===== config.mk =====
export PLATFORM = sky130hd
export DESIGN_NAME = smoke_seq
export DESIGN_NICKNAME = d
export VERILOG_FILES = /design/src/smoke_seq_pkg.sv /design/src/smoke_seq.sv
export SDC_FILE = /design/constraint.sdc
export NUM_CORES = 1
export LEC_CHECK = 0
export BUFFER_PORTS_ARGS = -buffer_cell sky130_fd_sc_hd__clkbuf_2
export CAP_MARGIN = 20
export CORE_ASPECT_RATIO = 1.75
export CORE_MARGIN = 4
export CORE_UTILIZATION = 45
export CTS_BUF_LIST = sky130_fd_sc_hd__clkbuf_4 sky130_fd_sc_hd__clkbuf_8
export DETAILED_ROUTE_END_ITERATION = 8
export GPL_TIMING_DRIVEN = 0
export PLACE_DENSITY = 0.68
export SYNTH_ARGS = -nofsm -noshare
export SYNTH_HDL_FRONTEND = slang
export SYNTH_SLANG_ARGS = --single-unit
export TNS_END_PERCENT = 1

===== constraint.sdc =====
create_clock -name i_mclk -period 5.5 [get_ports i_mclk]
set_input_delay 0.55 -clock i_mclk [delete_from_list [all_inputs] [get_ports i_mclk]]
set_output_delay 0.55 -clock i_mclk [all_outputs]
set_load 0.005 [all_outputs]

===== src/smoke_seq_pkg.sv =====
package smoke_seq_pkg;
  // ****************************************************************
  // clock and internal oscillator
  // ****************************************************************
  localparam int MCLK_PERIOD_NS = 40;
  localparam int OSC_LOW_NS = 10_400_000;
  localparam int OSC_HIGH_NS = 105_000;
  localparam int OSC_LOW_CYCLES = OSC_LOW_NS / MCLK_PERIOD_NS;
  localparam int OSC_HIGH_CYCLES = OSC_HIGH_NS / MCLK_PERIOD_NS;
  localparam int OSC_PERIOD_US = (OSC_LOW_NS + OSC_HIGH_NS) / 1000;
  localparam int MCLK_CNT_W = 18;
  // ****************************************************************
  // intervals in oscillator periods
  // ****************************************************************
  localparam int LAMP_STANDBY_MS = 43_000;
  localparam int LAMP_FAST_MS = 500;
  localparam int LAMP_TIMER_MS = 10_000;
  localparam int EMIT_STANDBY_MS = 10_000;
  localparam int EMIT_ONE_MS = 2_000;
  localparam int EMIT_TWO_MS = 1_000;
  localparam int EMIT_REMOTE_MS = 8_000;
  localparam int EMIT_TEST_MS = 252;
  localparam int DUMP_MS = 1_000;
  localparam int HORN_ON_MS = 500;
  localparam int HORN_LONG_OFF_MS = 1_500;
  localparam int HUSH_MS = 600_000;
  localparam int OSC_TICKS_LAMP_STANDBY = LAMP_STANDBY_MS * 1000 / OSC_PERIOD_US;
  localparam int OSC_TICKS_LAMP_FAST = LAMP_FAST_MS * 1000 / OSC_PERIOD_US;
  localparam int OSC_TICKS_LAMP_TIMER = LAMP_TIMER_MS * 1000 / OSC_PERIOD_US;
  localparam int OSC_TICKS_EMIT_STANDBY = EMIT_STANDBY_MS * 1000 / OSC_PERIOD_US;
  localparam int OSC_TICKS_EMIT_ONE = EMIT_ONE_MS * 1000 / OSC_PERIOD_US;
  localparam int OSC_TICKS_EMIT_TWO = EMIT_TWO_MS * 1000 / OSC_PERIOD_US;
  localparam int OSC_TICKS_EMIT_REMOTE = EMIT_REMOTE_MS * 1000 / OSC_PERIOD_US;
  localparam int OSC_TICKS_EMIT_TEST = EMIT_TEST_MS * 1000 / OSC_PERIOD_US;
  localparam int OSC_TICKS_DUMP = DUMP_MS * 1000 / OSC_PERIOD_US;
  localparam int OSC_TICKS_HORN_ON = HORN_ON_MS * 1000 / OSC_PERIOD_US;
  localparam int OSC_TICKS_HORN_LONG = HORN_LONG_OFF_MS * 1000 / OSC_PERIOD_US;
  localparam int OSC_TICKS_HUSH = HUSH_MS * 1000 / OSC_PERIOD_US;
  localparam int OSC_TICKS_HORN_CYCLE = 5 * OSC_TICKS_HORN_ON + OSC_TICKS_HORN_LONG;
  // ****************************************************************
  // interconnect qualification and smoke integration
  // ****************************************************************
  localparam logic [1:0] IO_SAMPLE_PHASE = 2'h3;
  localparam logic [1:0] IO_SAMPLES_NEEDED = 2'h3;
  localparam logic [1:0] SMOKE_HITS_NEEDED = 2'h3;
  // ****************************************************************
  // supervisory schedule within the standby lamp period
  // ****************************************************************
  localparam logic [11:0] CHAMBER_SLOT = 12'h0400;
  localparam logic [11:0] BATT_SLOT = 12'h0800;
endpackage


===== src/smoke_seq.sv =====
// Overview of operation
// emitter off while horn or lamp on
// local smoke drives interconnect line high
// sample interconnect every fourth oscillator period
// three high samples plus one period alarm
// interconnect low during window clears qualification
// remote unit holds line 95 to 137 ms
// remote-only alarm suppresses lamp pulses
// local alarm ignores interconnect input
// alarm end turns on interconnect discharge
// discharge stays on about one second
// battery check never overlaps tests or alarms; code checks them before the slot tick, so one starting on that tick overlaps
// lamp period 43 s, 0.5 s, none, 10 s
// high gain in test and chamber check
// low gain in standby
// confirmed local alarm boosts low gain
// oscillator low phase about 10.4 ms
// emitter pulse equals 105 us high phase
// quiet enabled: button release starts hush
// quiet disabled: hush timer never starts
// hush lasts ten minutes from last start
// hush uses external reference, else internal
// horn temporal pattern three bursts, long off
// oscillator-counted intervals, reset to standby
module smoke_seq #(
  parameter int OSC_LOW_COUNT = smoke_seq_pkg::OSC_LOW_CYCLES,
  parameter int OSC_HIGH_COUNT = smoke_seq_pkg::OSC_HIGH_CYCLES,
  parameter int HUSH_COUNT = smoke_seq_pkg::OSC_TICKS_HUSH
) (
  input wire logic i_mclk,
  input wire logic i_reset,
  input wire logic i_smoke_detect,
  input wire logic i_io_level,
  input wire logic i_test_button,
  input wire logic i_quiet_enable,
  output logic o_emitter_pulse,
  output logic o_io_drive,
  output logic o_io_drive_en_n,
  output logic o_io_discharge,
  output logic o_piezo_drive_a,
  output logic o_piezo_drive_b,
  output logic o_lamp,
  output logic o_high_gain_cap,
  output logic o_low_gain_cap,
  output logic o_gain_boost,
  output logic o_external_reference,
  output logic o_battery_load,
  output logic o_remote_alarm,
  output logic o_local_alarm,
  output logic o_hush_mode
);
  import smoke_seq_pkg::*;

  // ****************************************************************
  // state
  // ****************************************************************
  typedef struct packed {
    logic [MCLK_CNT_W-1:0] mclk_cnt;
    logic osc_high;
    logic [1:0] osc_div;
    logic [9:0] emit_cnt;
    logic [1:0] smoke_hits;
    logic local_alarm;
    logic test_mode;
    logic [1:0] test_hits;
    logic test_alarm;
    logic button_d;
    logic [1:0] qual_cnt;
    logic qual_wait;
    logic remote_alarm;
    logic alarm_d;
    logic [6:0] dump_cnt;
    logic [15:0] hush_cnt;
    logic hush;
    logic [8:0] horn_cnt;
    logic [11:0] lamp_cnt;
    logic [11:0] super_cnt;
    logic emitter;
    logic io_drive;
    logic io_dump;
    logic horn;
    logic lamp;
    logic high_gain;
    logic batt;
  } seq_state_type;

  seq_state_type s;
  seq_state_type next_s;

  function automatic logic horn_phase_on(input logic [8:0] cnt);
    horn_phase_on = (cnt < 9'(OSC_TICKS_HORN_ON)) ||
                    (cnt >= 9'(2 * OSC_TICKS_HORN_ON) && cnt < 9'(3 * OSC_TICKS_HORN_ON)) ||
                    (cnt >= 9'(4 * OSC_TICKS_HORN_ON) && cnt < 9'(5 * OSC_TICKS_HORN_ON));
  endfunction

  logic osc_rise;
  logic osc_tick;
  logic any_alarm;
  logic chamber_slot;
  logic [11:0] lamp_period;
  logic [9:0] emit_period;

  // ****************************************************************
  // oscillator phases and mode selects
  // ****************************************************************
  assign osc_rise = !s.osc_high && s.mclk_cnt == MCLK_CNT_W'(OSC_LOW_COUNT - 1);
  assign osc_tick = s.osc_high && s.mclk_cnt == MCLK_CNT_W'(OSC_HIGH_COUNT - 1);
  assign any_alarm = s.local_alarm || s.remote_alarm || s.test_alarm;
  assign chamber_slot = s.super_cnt == CHAMBER_SLOT && !any_alarm && !s.test_mode && !s.hush;

  always_comb begin
    if (s.local_alarm || s.test_mode) begin
      lamp_period = 12'(OSC_TICKS_LAMP_FAST);
    end else if (s.hush) begin
      lamp_period = 12'(OSC_TICKS_LAMP_TIMER);
    end else begin
      lamp_period = 12'(OSC_TICKS_LAMP_STANDBY);
    end
    if (s.test_mode) begin
      emit_period = 10'(OSC_TICKS_EMIT_TEST);
    end else if (s.local_alarm || s.smoke_hits == 2'h2) begin
      emit_period = 10'(OSC_TICKS_EMIT_TWO);
    end else if (s.smoke_hits == 2'h1) begin
      emit_period = 10'(OSC_TICKS_EMIT_ONE);
    end else if (s.remote_alarm) begin
      emit_period = 10'(OSC_TICKS_EMIT_REMOTE);
    end else begin
      emit_period = 10'(OSC_TICKS_EMIT_STANDBY);
    end
  end

  // ****************************************************************
  // next state
  // ****************************************************************
  always_comb begin
    next_s = s;
    next_s.mclk_cnt = s.mclk_cnt + MCLK_CNT_W'(1);
    if (osc_rise) begin
      next_s.mclk_cnt = '0;
      next_s.osc_high = 1'b1;
      if (s.emit_cnt == 10'h000 || chamber_slot) begin
        next_s.emitter = !s.horn && !s.lamp;
        if (!s.horn && !s.lamp) begin
          next_s.emit_cnt = emit_period;
        end
      end
    end
    if (osc_tick) begin
      next_s.mclk_cnt = '0;
      next_s.osc_high = 1'b0;
      next_s.emitter = 1'b0;
      next_s.osc_div = s.osc_div + 2'h1;
      if (s.emit_cnt != 10'h000) begin
        next_s.emit_cnt = s.emit_cnt - 10'h001;
      end
      // smoke integration on each low-gain or test-mode emitter pulse
      if (s.emitter && s.test_mode) begin
        if (i_smoke_detect) begin
          next_s.test_hits = (s.test_hits == SMOKE_HITS_NEEDED) ? s.test_hits : s.test_hits + 2'h1;
          next_s.test_alarm = s.test_hits >= SMOKE_HITS_NEEDED - 2'h1;
        end else begin
          next_s.test_hits = 2'h0;
          next_s.test_alarm = 1'b0;
        end
      end else if (s.emitter && !s.high_gain) begin
        if (i_smoke_detect) begin
          next_s.smoke_hits = (s.smoke_hits == SMOKE_HITS_NEEDED) ? s.smoke_hits : s.smoke_hits + 2'h1;
          if (s.smoke_hits >= SMOKE_HITS_NEEDED - 2'h1) begin
            next_s.local_alarm = 1'b1;
          end
        end else begin
          next_s.smoke_hits = 2'h0;
          next_s.local_alarm = 1'b0;
        end
      end
      // push-to-test follows the button one period later
      next_s.button_d = i_test_button;
      next_s.test_mode = i_test_button;
      if (!i_test_button) begin
        next_s.test_hits = 2'h0;
        next_s.test_alarm = 1'b0;
      end
      // hush timer
      if (s.button_d && !i_test_button && i_quiet_enable) begin
        next_s.hush = 1'b1;
        next_s.hush_cnt = 16'(HUSH_COUNT - 1);
      end else if (!i_quiet_enable) begin
        next_s.hush = 1'b0;
        next_s.hush_cnt = 16'h0000;
      end else if (s.hush_cnt != 16'h0000) begin
        next_s.hush_cnt = s.hush_cnt - 16'h0001;
      end else begin
        next_s.hush = 1'b0;
      end
      // interconnect qualification
      if (s.local_alarm || s.test_alarm) begin
        next_s.qual_cnt = 2'h0;
        next_s.qual_wait = 1'b0;
        next_s.remote_alarm = 1'b0;
      end else if (s.qual_wait) begin
        next_s.qual_wait = 1'b0;
        next_s.remote_alarm = 1'b1;
      end else if (s.osc_div == IO_SAMPLE_PHASE) begin
        if (i_io_level) begin
          if (!s.remote_alarm) begin
            next_s.qual_cnt = s.qual_cnt + 2'h1;
            next_s.qual_wait = s.qual_cnt == IO_SAMPLES_NEEDED - 2'h1;
          end
        end else begin
          next_s.qual_cnt = 2'h0;
          next_s.remote_alarm = 1'b0;
        end
      end
      // interconnect discharge after a local or test alarm
      next_s.alarm_d = s.local_alarm || s.test_alarm;
      if (s.alarm_d && !(s.local_alarm || s.test_alarm)) begin
        next_s.dump_cnt = 7'(OSC_TICKS_DUMP);
      end else if (s.dump_cnt != 7'h00) begin
        next_s.dump_cnt = s.dump_cnt - 7'h01;
      end
      // temporal horn pattern
      if (any_alarm) begin
        next_s.horn = horn_phase_on(s.horn_cnt);
        next_s.horn_cnt = (s.horn_cnt == 9'(OSC_TICKS_HORN_CYCLE - 1)) ? 9'h000 : s.horn_cnt + 9'h001;
      end else begin
        next_s.horn = 1'b0;
        next_s.horn_cnt = 9'h000;
      end
      // status lamp, one oscillator period wide
      next_s.lamp = 1'b0;
      if (s.lamp_cnt >= lamp_period - 12'h001) begin
        next_s.lamp_cnt = 12'h000;
        next_s.lamp = !(s.remote_alarm && !s.local_alarm && !s.test_mode);
      end else begin
        next_s.lamp_cnt = s.lamp_cnt + 12'h001;
      end
      // supervisory schedule: chamber check and battery load in separate slots
      next_s.super_cnt = (s.super_cnt == 12'(OSC_TICKS_LAMP_STANDBY - 1)) ? 12'h000 : s.super_cnt + 12'h001;
      next_s.batt = next_s.super_cnt == BATT_SLOT && !any_alarm && !s.test_mode &&
                    !next_s.lamp && !next_s.horn && next_s.dump_cnt == 7'h00;
    end
    // qualification latch dropped the moment the line falls
    if (!i_io_level && (s.qual_cnt != 2'h0 || s.qual_wait) && !s.remote_alarm) begin
      next_s.qual_cnt = 2'h0;
      next_s.qual_wait = 1'b0;
    end
    next_s.high_gain = next_s.test_mode || (next_s.super_cnt == CHAMBER_SLOT &&
                       !any_alarm && !next_s.test_mode && !s.hush);
    next_s.io_drive = next_s.local_alarm || next_s.test_alarm;
    next_s.io_dump = next_s.dump_cnt != 7'h00 && !next_s.io_drive;
  end

  // ****************************************************************
  // registers
  // ****************************************************************
  always_ff @(posedge i_mclk) begin
    if (i_reset) begin
      s <= '0;
    end else begin
      s <= next_s;
    end
  end

  always_ff @(posedge i_mclk) begin
    if (i_reset) begin
      o_emitter_pulse <= 1'b0;
      o_io_drive <= 1'b0;
      o_io_drive_en_n <= 1'b1;
      o_io_discharge <= 1'b0;
      o_piezo_drive_a <= 1'b0;
      o_piezo_drive_b <= 1'b0;
      o_lamp <= 1'b0;
      o_high_gain_cap <= 1'b0;
      o_low_gain_cap <= 1'b1;
      o_gain_boost <= 1'b0;
      o_external_reference <= 1'b0;
      o_battery_load <= 1'b0;
      o_remote_alarm <= 1'b0;
      o_local_alarm <= 1'b0;
      o_hush_mode <= 1'b0;
    end else begin
      o_emitter_pulse <= next_s.emitter;
      o_io_drive <= next_s.io_drive;
      o_io_drive_en_n <= !next_s.io_drive;
      o_io_discharge <= next_s.io_dump;
      o_piezo_drive_a <= next_s.horn;
      o_piezo_drive_b <= next_s.horn;
      o_lamp <= next_s.lamp;
      o_high_gain_cap <= next_s.high_gain;
      o_low_gain_cap <= !next_s.high_gain;
      o_gain_boost <= next_s.local_alarm && !next_s.high_gain;
      o_external_reference <= next_s.hush;
      o_battery_load <= next_s.batt;
      o_remote_alarm <= next_s.remote_alarm;
      o_local_alarm <= next_s.local_alarm;
      o_hush_mode <= next_s.hush;
    end
  end

endmodule // smoke_seq


Word level (Yosys, flattened, before mapping)
Cells that the tools add are included.

Output and inout port bits: 15. Logic and storage cells: 194. Input bits: 6. Register bits: 111.

Magnitude comparators: 8. Muxes and demuxes: 47. Bitwise gates (word level): 1. Add/sub/neg operators: 12. Eq/ne operators: 21. Reductions and logical operators: 75.

Operators by type and width (number): two-way mux 81 bit (1); two-way mux 10 bit (7); two-way mux 12 bit (4); two-way mux 17 bit (2); logical AND 1 bit (27); two-way mux 9 bit (3); adder 12 x 1 -> 12 bit, second input constant (2); equality test 12 x 11 -> 1 bit, second input constant (2); equality test 12 bit, second input constant (2); two-way mux 3 bit (7); two-way mux 7 bit (3); adder 18 x 1 -> 18 bit, second input constant (1); equality test 18 x 12 -> 1 bit, second input constant (1); equality test 18 bit, second input constant (1); zero test 1 bit (18); less-than comparator 9 x 8 -> 1 bit, second input constant (2); two-way mux 16 bit (1); nonzero test 16 bit (1); subtractor 16 x 1 -> 16 bit, second input constant (1); nonzero test 7 bit (2); greater-or-equal comparator 12 bit (1); two-way mux 2 bit (6); subtractor 12 x 1 -> 12 bit, second input constant (1); logical OR 1 bit (11); 29 further kinds (57).

Depth between registers and ports, before layout
Gate-level depths: netlist of run 1.

Depth in word-level cells: 18. Gate-level depth with buffers: 11. Mapped depth without buffers: 9.

Least setup slack after synthesis of run 1
Ideal clock, no wire load.

Kind: reg-to-reg. Start point: register s[73] in the netlist's numbering. End point: register s[21] in the netlist's numbering. Setup time: 68 ps. Arrival: 2570 ps. Stages on the path, launching flop included: 11. Path buffers: 1. Clock period less this slack: 2637 ps. Slack: 2863 ps. Data required time: 5432 ps. Path through: dfxtp_1 > clkbuf_1 > nor2_1 > inv_1 > ha_1 > a2111o_1 > a41oi_1 > o21ai_0 > a221oi_1 > o21ai_1 > nor2_1.

Longest elaborated chain between the ends: 5.

Ends and longest elaborated chain: start: declaration (line smoke_seq.sv:87) `seq_state_type s;`; start signal: assignment (line smoke_seq.sv:260) `s <= next_s;`; logical OR 1 bit (line smoke_seq.sv:112) `if (s.local_alarm || s.test_mode) begin`; two-way mux 12 bit (line smoke_seq.sv:112); subtractor 12 x 1 -> 12 bit (line smoke_seq.sv:231) `if (s.lamp_cnt >= lamp_period - 12'h001) begin`; greater-or-equal comparator 12 bit (line smoke_seq.sv:231); two-way mux 12 bit (line smoke_seq.sv:231).

No other way between the ends. A chain may end at the register's enable or synchronous reset.

Final worst setup path of run 1
Start point: register s[73] in the netlist's numbering. End point: register s[29] in the netlist's numbering.

Same word-level chain as after synthesis.

==> parameters.txt, run 1 <==
Parameter                              Value

Worst setup path
  Endpoint type of the worst setup path ... flip-flop
  Total buffers and inverters traversed by the critical path ... 2
  WP data required ... 5.82 ns
  Startpoint of the worst-slack reg-to-reg timing path ... s[73]
  Signal arrival time at the worst endpoint ... 3.82 ns
  CP max-delay cell ... sky130_fd_sc_hd__a221oi_1
  Worst Setup Path Type ... reg2reg
  Capturing point of the worst reg2reg path ... s[29]
  Family of cells with the greatest summed delay on the critical path ... compound AO/OA/AOI/OAI gates
  Critical Path Max Stage Delay ... 0.68 ns
  Maximum fanout count along the critical path ... 10
  Crit path cell chain ... clkbuf_1, nor2_1, inv_1, ha_1, a2111o_1, a41oi_1, o21ai_0, a221oi_1, o21ai_1, nor2_1
  CP most frequent cell ... sky130_fd_sc_hd__nor2_1
  Number of cells traversed by the worst register-to-register path ... 10
  Setup slack of the most critical reg-to-reg path ... 2.00 ns
  Critical Path Start Type ... flip-flop

Placed design
  Gpl congestion ... 0.930
  Detailed placer's ending HPWL ... 13300 µm
  Place WS ... 2.03 ns
  Port bufs ... 18

Detailed routing
  Initial drt markers ... 315
  Via density ... 5.94
  Routed WL ... 17700 µm
  Antenna violation net count after detailed routing ... 0
  Wire length per cell after detailed routing ... 17.2 µm
  Residual DRC ... 0
  1st-pass router iterations ... 5
  Routed vias ... 6117

Clock tree
  Number of post-CTS setup repair buffers ... 0
  Count of instances resized after the clock tree is built ... 0
  CTS Buffer Depth ... 2
  Number of clock sinks ... 111
  H-tree Lvls ... 3
  Clock transition at the registers of the reported paths ... 0.11 ns
  Clock Tree Root ... sky130_fd_sc_hd__clkbuf_8
  Clock buffer count from CTS ... 9
  Source-to-sink clock delay at the later pin of the worst-skew pair ... 0.38 ns
  Hold buffer count at CTS ... 0
  Clock tree from TritonCTS ... yes

Global route
  Largest net degree at the start of global routing ... 18
  Via count of the first global-routing pass ... 5874
  Wire length of the first global-routing pass ... 29000 µm
  Antenna violations before repair ... 0
  GRT Residual Overflow ... 0
  All-layer global routing usage ... 0.222

Yosys
  Portion of synthesized cell area occupied by the leading cell type ... 0.351
  Register bit count reported by yosys ... 111
  Sequential element share of the synthesized area ... 0.351
  Area of the mapped netlist ... 0.00634 mm²
  Yosys synthesis warning count ... 0
  Top cell type by total area after synthesis ... sky130_fd_sc_hd__dfxtp_1
  Top area cells in the synthesized netlist ... sky130_fd_sc_hd__dfxtp_1 35%, sky130_fd_sc_hd__ha_1 5.7%, sky130_fd_sc_hd__a21oi_1 5.6%, sky130_fd_sc_hd__nor2_1 5.5%, sky130_fd_sc_hd__nand2_1 5.0%
  Mean cell area of the mapped netlist ... 7.75 µm²
  Number of distinct standard cells referenced by the synthesized netlist ... 65
  Number of nets produced by synthesis ... 853
  Number of synthesized flops with an enable pin ... 0
  Commonest register cell after synthesis ... sky130_fd_sc_hd__dfxtp_1
  Synthesized instance count ... 818
  Share of flip-flops with an asynchronous set or reset after synthesis ... 0

Timing
  Clock period minus worst slack ... 3.50 ns
  Final critical-path setup slack ... 2.00 ns
  Slew Limit Headroom ... 0.341
  Final setup skew ... 0.0119 ns
  Final cycle utilization of the critical path ... 0.637
  # setup viols final ... 0
  Number of failing hold endpoints at the final stage ... 0
  Top achievable clock speed ... 285 MHz
  RSZ-0062 raised after global routing ... false
  Total Neg Setup Slack ... 0 ns
  Slew @ Worst Pin ... 0.975 ns
  Number of pins exceeding their max-slew limit in the final report ... 0

Power
  Switching share of power ... 0.218
  Flop pwr share ... 0.561
  Combinational fraction of design power ... 0.023
  Worst voltage drop across the vdd grid ... 0.000161 V
  Internal cell power ... 1.13 mW
  Clock share of power ... 0.416
  Power density over the cells ... 209 mW/mm²
  Static leakage ... 2.58 nW
  Total power after layout ... 1.44 mW
  Sw power ... 0.313 mW

Worst hold path
  Worst hold path depth ... 2
  Class of the most critical hold timing path ... reg2reg
  Terminating pin of the worst hold path ... s[88]
  Worst hold start ... s[88]

Die
  Overall die height ... 165 µm
  Row count ... 57
  Die width ... 97.7 µm
  Initial Util ... 0.458
  Number of ports placed on the die boundary ... 21
  Die footprint ... 0.0161 mm²
  Core Area ... 0.0138 mm²

Finish
  Number of nets at the end of the flow ... 883
  Area Growth Syn to Fin ... 8.86%
  Antenna diode count ... 0
  Proportion of layout cells with a drive suffix above 1 ... 0.0715

Run status
  Result of the run ... finished, final reports clean

Job
  Number of violations of the max-capacitance limit ... 0
cells in the final DEF (no fill, tap or decap), types with 5 or more instances in the layout:
cell type                    n
sky130_fd_sc_hd__dfxtp_1   111
sky130_fd_sc_hd__nor2_1     93
sky130_fd_sc_hd__nand2_1    85
sky130_fd_sc_hd__a21oi_1    71
sky130_fd_sc_hd__o21ai_0    45
sky130_fd_sc_hd__nand3_1    38
sky130_fd_sc_hd__nor3_1     33
sky130_fd_sc_hd__clkbuf_1   32
sky130_fd_sc_hd__inv_1      31
sky130_fd_sc_hd__ha_1       29
sky130_fd_sc_hd__xor2_1     25
sky130_fd_sc_hd__nand4_1    23
sky130_fd_sc_hd__xnor2_1    18
sky130_fd_sc_hd__clkbuf_2   18
sky130_fd_sc_hd__and3_1     17
sky130_fd_sc_hd__or3_1      15
sky130_fd_sc_hd__nand2b_1   11
sky130_fd_sc_hd__clkbuf_8    9
sky130_fd_sc_hd__a211oi_1    8
sky130_fd_sc_hd__nor4_1      8
sky130_fd_sc_hd__and2_1      7
sky130_fd_sc_hd__buf_2       7
sky130_fd_sc_hd__or4_1       7
sky130_fd_sc_hd__a31oi_1     7
sky130_fd_sc_hd__o211ai_1    6
sky130_fd_sc_hd__o31ai_1     5
sky130_fd_sc_hd__buf_1       5
worst min-delay path, stage by stage (launching register included):
cell and delay (ns):
sky130_fd_sc_hd__dfxtp_1 0.33, sky130_fd_sc_hd__nand2_1 0.05, sky130_fd_sc_hd__a21oi_1 0.05
sequential cells by signal (all words and copies together) (netlist names):
name             count
s                   98
o_io_discharge       1
o_low_gain_cap       1
o_hush_mode          1
o_piezo_drive_b      1
o_remote_alarm       1
o_io_drive_en_n      1
o_io_drive           1
o_battery_load       1
o_high_gain_cap      1
o_local_alarm        1
o_gain_boost         1
o_emitter_pulse      1
o_lamp               1
per-stage QoR:
step / instance area (µm²) / utilization / std cells / hold WS (ns)
floorplan: 6340 / - / 818 / 0.436
global placement: 6650 / 0.481 / 1013 / 0.442
detailed placement: 6660 / 0.481 / 1014 / 0.452
CTS: 6900 / 0.499 / 1030 / 0.466
global route: 6900 / 0.499 / 1030 / 0.484
finish: 6900 / 0.499 / 1030 / 0.467
metal layers:
layer / track usage / part of all wire / up-vias
met1: 0.232 / 0.39 / 2888
met4: 0.127 / 0.054 / 0
met2: 0.417 / 0.52 / 188
li1: - / - / 2978
met3: 0.0347 / 0.043 / 63
met5: 0 / 0 / -
worst max-delay path by stage:
stage                      from  endpoint  depth (start not counted)
after floorplan           s[73]     s[21]                         10
after global placement    s[73]     s[29]                         10
after detailed placement  s[73]     s[29]                         10
after CTS                 s[73]     s[29]                         10
after global routing      s[73]     s[22]                         10
final                     s[73]     s[29]                         10
cell families after synthesis:
kind of cell             share of synthesized area
adder cells (fa/ha/maj)                     0.0572
multiplexers                               0.00493
AND/OR/NAND/NOR                              0.299
flip-flops                                   0.351
buffers and inverters                       0.0482
XOR/XNOR                                    0.0594
AO/OA/AOI/OAI                                0.181
cell usage after synthesis, drive strengths merged, types with 5 or more instances:
library cell	n
nor2	93
a21oi	71
o31ai	5
xnor2	18
o21ai	47
or4	7
nand2	85
or3	16
inv	31
nand2b	11
o211ai	6
a31oi	7
buf	14
nor4	11
nor3	33
a211oi	8
nand4	23
dfxtp	111
nor4b	5
xor2	25
nand3b	5
ha	29
and2	7
and3	17
clkbuf	32
nand3	39
area by class of cell:
cell class	instances	area (µm²)
Clock inverter	5	104
Inverter	31	116
Clock buffer	11	139
Tap cell	177	221
Fill cell	1397	6940
Sequential cell	111	2220
Timing Repair Buffer	19	97.6
Multi-Input combinational cell	630	3810
Buffer	46	189
power groups by stage:
stage	Clock, mW	Sequential [mW]	Combinational, mW
floorplan	0	0.825	0.0191
global placement	0	0.826	0.0332
detailed placement	0	0.826	0.0330
CTS	0.610	0.808	0.0331
global route	0.643	0.808	0.0363
finish	0.599	0.807	0.0332
Power figures use the tool's default switching activity.
==> run 2: changes to the inputs <==
--- a/config.mk
+++ b/config.mk
@@ -5,6 +5,7 @@
 export SDC_FILE = /design/constraint.sdc
 export NUM_CORES = 1
 export LEC_CHECK = 0
+export ABC_AREA = 1
 export BUFFER_PORTS_ARGS = -buffer_cell sky130_fd_sc_hd__clkbuf_2
 export CAP_MARGIN = 20
 export CORE_ASPECT_RATIO = 1.75
==> constraint.sdc (replaced) <==
create_clock -name i_mclk -period 3.33 [get_ports i_mclk]
set_input_delay 0.333 -clock i_mclk [delete_from_list [all_inputs] [get_ports i_mclk]]
set_output_delay 0.333 -clock i_mclk [all_outputs]
set_load 0.005 [all_outputs]
==> parameters.txt, run 2 <==
Parameter                              Value

Clock tree
  Clock transition at the registers of the reported paths ... 0.11 ns (about the same)
  Number of post-CTS setup repair buffers ... 0 (unchanged)
  H-tree Lvls ... 3 (unchanged)
  Clock buffer count from CTS ... 9 (unchanged)
  Hold buffer count at CTS ... 0 (unchanged)
  CTS Buffer Depth ... 2 (unchanged)
  Count of instances resized after the clock tree is built ... 0 (unchanged)
  Clock Tree Root ... sky130_fd_sc_hd__clkbuf_8
  Source-to-sink clock delay at the later pin of the worst-skew pair ... 0.38 ns (about the same)
  Clock tree from TritonCTS ... yes
  Number of clock sinks ... 111 (unchanged)

Global route
  Antenna violations before repair ... 0 (unchanged)
  Via count of the first global-routing pass ... 6170 (+5.0%)
  GRT Residual Overflow ... 0 (unchanged)
  All-layer global routing usage ... 0.200 (-0.0218)
  Wire length of the first global-routing pass ... 27600 µm (-4.8%)
  Largest net degree at the start of global routing ... 19 (+1)

Worst setup path
  WP data required ... 3.63 ns (-2.19 ns)
  Critical Path Start Type ... flip-flop
  Signal arrival time at the worst endpoint ... 2.88 ns (-0.94 ns)
  Setup slack of the most critical reg-to-reg path ... 0.75 ns (-1.25 ns)
  Worst Setup Path Type ... reg2reg
  Maximum fanout count along the critical path ... 9 (-1)
  Endpoint type of the worst setup path ... flip-flop

Yosys
  Register bit count reported by yosys ... 111 (unchanged)
  Portion of synthesized cell area occupied by the leading cell type ... 0.336 (-0.0141)
  Top area cells in the synthesized netlist ... sky130_fd_sc_hd__dfxtp_1 34%, sky130_fd_sc_hd__nand2_1 12%, sky130_fd_sc_hd__inv_1 8.0%, sky130_fd_sc_hd__nor2_1 7.8%, sky130_fd_sc_hd__ha_1 5.5%
  Area of the mapped netlist ... 0.00661 mm² (+4.2%)
  Synthesized instance count ... 995 (+22%)
  Number of nets produced by synthesis ... 1030 (+21%)
  Commonest register cell after synthesis ... sky130_fd_sc_hd__dfxtp_1
  Sequential element share of the synthesized area ... 0.336 (-0.0141)
  Number of synthesized flops with an enable pin ... 0 (unchanged)
  Mean cell area of the mapped netlist ... 6.64 µm² (-14%)
  Number of distinct standard cells referenced by the synthesized netlist ... 49 (-25%)
  Yosys synthesis warning count ... 0 (unchanged)
  Most common cell in the netlist ... sky130_fd_sc_hd__nand2_1
  Most frequent cells after synthesis ... 209 x sky130_fd_sc_hd__nand2_1, 140 x sky130_fd_sc_hd__inv_1, 137 x sky130_fd_sc_hd__nor2_1
  Top cell type by total area after synthesis ... sky130_fd_sc_hd__dfxtp_1
  Share of flip-flops with an asynchronous set or reset after synthesis ... 0 (unchanged)

Finish
  Final standard cell count with taps included and fillers excluded ... 1210 (+17%)
  Most frequent standard cell in the layout excluding fill and tap cells ... sky130_fd_sc_hd__nand2_1
  Largest register by flop count ... s
  Number of flip-flops in the largest register ... 98 (unchanged)
  Commonest cells after routing, fill and taps aside ... 209 x sky130_fd_sc_hd__nand2_1, 140 x sky130_fd_sc_hd__inv_1, 137 x sky130_fd_sc_hd__nor2_1
  Filler Cell Count ... 1522 (+8.9%)
  Proportion of layout cells with a drive suffix above 1 ... 0.0825 (+0.0110)
  Antenna diode count ... 0 (unchanged)
  Number of nets at the end of the flow ... 1060 (+20%)
  Finished layout cell area ... 0.00713 mm² (+3.3%)
  Area Growth Syn to Fin ... 7.94%

Power
  Static leakage ... 3.21 nW (+25%)
  Internal cell power ... 1.72 mW (+53%)
  Power density over the cells ... 316 mW/mm² (+51%)
  Sw power ... 0.529 mW (+69%)
  Switching share of power ... 0.235 (+0.0174)
  Combinational fraction of design power ... 0.029 (+0.006)
  Worst voltage drop across the vdd grid ... 0.000245 V (+52%)
  Flop pwr share ... 0.593 (+0.032)
  Clock share of power ... 0.378 (-0.038)

Die
  Die footprint ... 0.0168 mm² (+3.9%)
  Core Area ... 0.0144 mm² (+3.9%)
  Number of ports placed on the die boundary ... 21 (unchanged)
  Row count ... 58 (+1.8%)
  Die width ... 99.6 µm (+1.9%)
  Overall die height ... 168 µm (+2.0%)
  Initial Util ... 0.460 (+0.00155)

Timing
  Final setup skew ... 0.0159 ns (+0.00396 ns)
  Final cycle utilization of the critical path ... 0.776 (+0.139)
  Number of failing hold endpoints at the final stage ... 0 (unchanged)
  # setup viols final ... 0 (unchanged)
  Slew @ Worst Pin ... 0.622 ns (-0.353 ns)
  Total Neg Setup Slack ... 0 ns (unchanged)
  Slew Limit Headroom ... 0.586 (+0.245)
  RSZ-0062 raised after global routing ... false
  Worst hold slack after final layout ... 0.257 ns (-0.210 ns)
  Top achievable clock speed ... 387 MHz (+36%)
  Final critical-path setup slack ... 0.747 ns (-1.25 ns)
  Clock period minus worst slack ... 2.58 ns (-0.921 ns)
  Number of pins exceeding their max-slew limit in the final report ... 0 (unchanged)

Placed design
  Placed cell count ... 1194 (+18%)
  Port bufs ... 19 (+1)
  Area post-placement ... 0.00693 mm² (+4.0%)
  Detailed placer's ending HPWL ... 12800 µm (-3.2%)
  Gpl congestion ... 0.917 (-1.4%)
  Place WS ... 0.734 ns (-1.30 ns)

Detailed routing
  Antenna violation net count after detailed routing ... 0 (unchanged)
  1st-pass router iterations ... 5 (unchanged)
  Via density ... 5.29 (-11%)
  Routed WL ... 16400 µm (-7.4%)
  Routed vias ... 6399 (+4.6%)
  Wire length per cell after detailed routing ... 13.5 µm (-21%)
  Initial drt markers ... 364 (+16%)
  Residual DRC ... 0 (unchanged)

Run status
  Result of the run ... finished, final reports clean

Worst hold path
  Class of the most critical hold timing path ... in2reg

Job
  Number of violations of the max-capacitance limit ... 0 (unchanged)
## run 2: power by group through the flow
stage | combinational (mW) | clock, mW | sequential (mW)
detailed placement | 0.0654 | 0 | 1.37
floorplan | 0.0402 | 0 | 1.36
finish | 0.0646 | 0.851 | 1.33
CTS | 0.0658 | 0.889 | 1.34
global placement | 0.0646 | 0 | 1.37
global route | 0.0730 | 0.926 | 1.34
## run 2: area by class of cell
cell class,count,area (µm²),share of cell area
Multi-Input combinational cell,716,3710,0.520
Sequential cell,111,2220,0.312
Inverter,147,552,0.0774
Tap cell,180,225,0.0316
Clock buffer,10,138,0.0193
Buffer,21,123,0.0172
Timing Repair Buffer,19,95.1,0.0133
Clock inverter,6,66.3,0.00930
## run 2: kinds of logic (layout without fill, tap and decap cells)
group / after synthesis / count (layout) / synth area share
AOI/OAI and AO/OA: 162 / 162 / 0.136
xor gates and xnor gates: 19 / 19 / 0.0252
adders and majority gates: 29 / 29 / 0.0549
buffers and inverters: 168 / 203 / 0.102
DFF: 111 / 111 / 0.336
and+or+nand+nor: 506 / 506 / 0.346
## run 2: critical path: stages, from the launching register on
cell and delay [ns]:
sky130_fd_sc_hd__dfxtp_1 0.32, sky130_fd_sc_hd__clkbuf_1 0.23, sky130_fd_sc_hd__nor2_1 0.29, sky130_fd_sc_hd__nand2_1 0.19, sky130_fd_sc_hd__ha_1 0.34, sky130_fd_sc_hd__a21oi_1 0.12
sky130_fd_sc_hd__o21ai_0 0.09, sky130_fd_sc_hd__nor2_1 0.10, sky130_fd_sc_hd__nand2_1 0.07, sky130_fd_sc_hd__o21ai_1 0.31, sky130_fd_sc_hd__inv_1 0.23, sky130_fd_sc_hd__nor3b_1 0.20
## run 2: routing by layer
metal | global-route usage | vias up | share of wire
met3 | 0.0286 | 48 | 0.031
met2 | 0.381 | 109 | 0.54
met1 | 0.206 | 2953 | 0.39
met5 | 0 | - | 0
met4 | 0.105 | 0 | 0.045
li1 | - | 3289 | -
## run 2: metrics by stage
step / util / total power, mW
finish: 0.496 / 2.25
detailed placement: 0.482 / 1.43
global route: 0.496 / 2.34
CTS: 0.496 / 2.29
global placement: 0.482 / 1.43
floorplan: - / 1.40
## run 2: final timing paths
path / from / endpoint / cells past startpoint
max: s[73] / s[26] / 11
min: i_io_level / s[66] / 3
min reg2reg: o_battery_load / o_battery_load / 2
max reg2reg: s[73] / s[26] / 11
==> run 3: changes to the inputs <==
--- a/config.mk
+++ b/config.mk
@@ -14,7 +14,7 @@
 export CTS_BUF_LIST = sky130_fd_sc_hd__clkbuf_4 sky130_fd_sc_hd__clkbuf_8
 export DETAILED_ROUTE_END_ITERATION = 8
 export GPL_TIMING_DRIVEN = 0
-export PLACE_DENSITY = 0.68
+export PLACE_DENSITY = 0.7
 export SYNTH_ARGS = -nofsm -noshare
 export SYNTH_HDL_FRONTEND = slang
 export SYNTH_SLANG_ARGS = --single-unit
==> constraint.sdc (replaced) <==
create_clock -name i_mclk -period 2.35 [get_ports i_mclk]
set_input_delay 0.235 -clock i_mclk [delete_from_list [all_inputs] [get_ports i_mclk]]
set_output_delay 0.235 -clock i_mclk [all_outputs]
set_load 0.005 [all_outputs]
==> parameters.txt, run 3 (synthesized netlist as in run 2, its figures left out) <==
Parameter                              Value

Run status
  Result of the run ... finished, final reports clean

Die
  Core Area ... 0.0144 mm² (unchanged)
  Number of ports placed on the die boundary ... 21 (unchanged)
  Die footprint ... 0.0168 mm² (unchanged)
  Die width ... 99.6 µm (unchanged)
  Row count ... 58 (unchanged)
  Overall die height ... 168 µm (unchanged)
  Initial Util ... 0.460 (unchanged)

Worst setup path
  Signal arrival time at the worst endpoint ... 2.42 ns (-0.46 ns)
  WP data required ... 2.64 ns (-0.99 ns)
  Setup slack of the most critical reg-to-reg path ... 0.22 ns (-0.53 ns)
  Critical Path Start Type ... flip-flop
  Maximum fanout count along the critical path ... 10 (+1)
  Startpoint of the worst-slack reg-to-reg timing path ... s[90]
  Endpoint type of the worst setup path ... flip-flop
  Number of cells traversed by the worst register-to-register path ... 14 (+3)
  Worst Setup Path Type ... reg2reg
  Capturing point of the worst reg2reg path ... o_io_discharge

Finish
  Number of nets at the end of the flow ... 1059 (-0.094%)
  Commonest cells after routing, fill and taps aside ... 207 x sky130_fd_sc_hd__nand2_1, 139 x sky130_fd_sc_hd__inv_1, 136 x sky130_fd_sc_hd__nor2_1
  Final standard cell count with taps included and fillers excluded ... 1209 (-0.083%)
  Final core utilization ... 0.498 (+0.00226)
  Antenna diode count ... 0 (unchanged)
  Number of flip-flops in the largest register ... 98 (unchanged)
  Proportion of layout cells with a drive suffix above 1 ... 0.0933 (+0.0108)
  Area Growth Syn to Fin ... 8.43%
  Largest register by flop count ... s
  Most frequent standard cell in the layout excluding fill and tap cells ... sky130_fd_sc_hd__nand2_1

Timing
  Top achievable clock speed ... 469 MHz (+21%)
  Number of pins exceeding their max-slew limit in the final report ... 0 (unchanged)
  Worst hold slack after final layout ... 0.155 ns (-0.103 ns)
  Final setup skew ... 0.0114 ns (-0.00453 ns)
  Slew Limit Headroom ... 0.591 (+0.00535)
  RSZ-0062 raised after global routing ... false
  Final cycle utilization of the critical path ... 0.907 (+0.131)
  Slew @ Worst Pin ... 0.614 ns (-0.00802 ns)
  # setup viols final ... 0 (unchanged)
  Number of failing hold endpoints at the final stage ... 0 (unchanged)
  Clock period minus worst slack ... 2.13 ns (-0.452 ns)

Clock tree
  Number of clock sinks ... 111 (unchanged)
  Clock tree from TritonCTS ... yes
  Clock Tree Root ... sky130_fd_sc_hd__clkbuf_8
  Clock buffer count from CTS ... 9 (unchanged)
  H-tree Lvls ... 3 (unchanged)
  Clock transition at the registers of the reported paths ... 0.11 ns (about the same)
  Source-to-sink clock delay at the later pin of the worst-skew pair ... 0.38 ns (about the same)
  CTS Buffer Depth ... 2 (unchanged)

Global route
  Largest net degree at the start of global routing ... 19 (unchanged)
  Wire length of the first global-routing pass ... 27400 µm (-0.92%)
  Antenna violations before repair ... 0 (unchanged)
  GRT Residual Overflow ... 0 (unchanged)
  All-layer global routing usage ... 0.200 (-0.000239)
  Via count of the first global-routing pass ... 6100 (-1.1%)

Placed design
  Gpl congestion ... 0.936 (+2.1%)
  Placed cell count ... 1194 (unchanged)
  Detailed placer's ending HPWL ... 12900 µm (+0.25%)
  Port bufs ... 19 (unchanged)

Power
  Static leakage ... 3.22 nW (+0.24%)
  Total power after layout ... 3.18 mW (+41%)
  Worst voltage drop across the vdd grid ... 0.000317 V (+30%)
  Power density over the cells ... 444 mW/mm² (+41%)

Detailed routing
  Antenna violation net count after detailed routing ... 0 (unchanged)
  Routed WL ... 16500 µm (+0.94%)
  Residual DRC ... 0 (unchanged)
  Via density ... 5.29 (about the same)
  Routed vias ... 6390 (-0.14%)
  Wire length per cell after detailed routing ... 13.7 µm (+1.0%)
  1st-pass router iterations ... 5 (unchanged)
  Initial drt markers ... 355 (-2.5%)

Worst hold path
  Terminating pin of the worst hold path ... s[66]
  Worst hold path depth ... 3 (unchanged)
  Class of the most critical hold timing path ... in2reg
  Worst hold start ... i_io_level

Job
  Number of violations of the max-capacitance limit ... 0 (unchanged)
## run 3: cell count changes in the layout (fill, tap and decap cells not counted), sizes merged
cell	before	now
clkbuf	37	36
## run 3: worst max path at each step
stage,cells after the start,end,startpoint
finish,14,o_io_discharge,s[90]
global route,12,o_low_gain_cap,s[90]
CTS,14,o_battery_load,s[73]
detailed placement,11,s[26],s[73]
global placement,11,s[26],s[73]
floorplan,11,s[26],s[73]
## run 3: report_power, final
part           switching [mW]  internal (mW)
Clock                   0.683          0.516
Sequential            0.00544           1.89
Combinational          0.0669         0.0241
Total                   0.755           2.43
## run 3: critical path: stages, from the launching register on
cell and delay [ns]:
sky130_fd_sc_hd__dfxtp_1 0.40, sky130_fd_sc_hd__inv_1 0.07, sky130_fd_sc_hd__ha_1 0.20, sky130_fd_sc_hd__nand2_1 0.10, sky130_fd_sc_hd__inv_1 0.04, sky130_fd_sc_hd__nand3_1 0.09
sky130_fd_sc_hd__nor2_1 0.05, sky130_fd_sc_hd__nand2_1 0.09, sky130_fd_sc_hd__buf_4 0.20, sky130_fd_sc_hd__buf_2 0.29, sky130_fd_sc_hd__nand2_1 0.07, sky130_fd_sc_hd__o21ai_0 0.12
sky130_fd_sc_hd__nand2_1 0.09, sky130_fd_sc_hd__nor2_1 0.13, sky130_fd_sc_hd__a21oi_1 0.08
## run 3: repair_timing
item | in CTS | in global routing
buffers inserted | 0 | 0
setup endpoints to repair | 10 | 22
pin swaps | 1 | 1
resized for setup | 2 | 15
hold buffers | 0 | 0
## run 3: cell type report
type	instances	area [µm²]
Tap cell	180	225
Timing Repair Buffer	19	95.1
Clock buffer	10	131
Multi-Input combinational cell	716	3740
Buffer	20	120
Sequential cell	111	2220
Clock inverter	6	68.8
Inverter	147	552
Fill cell	1511	7210
## run 3: per-stage QoR
step | cell area, µm² | setup WS, ns | setup TNS (ns)
after floorplan | 6610 | 0.401 | 0
after global placement | 6930 | -0.173 | -0.745
after detailed placement | 6930 | -0.191 | -0.917
after CTS | 7130 | 0.000530 | 0
after global routing | 7160 | 0.00155 | 0
final | 7160 | 0.219 | 0
## run 3: layer usage
metal | up-vias | track usage | wire, µm
met3 | 44 | 0.0282 | 647
met5 | - | 0 | 0
met1 | 2904 | 0.208 | 6410
li1 | 3299 | - | -
met2 | 143 | 0.377 | 8870
met4 | 0 | 0.108 | 619
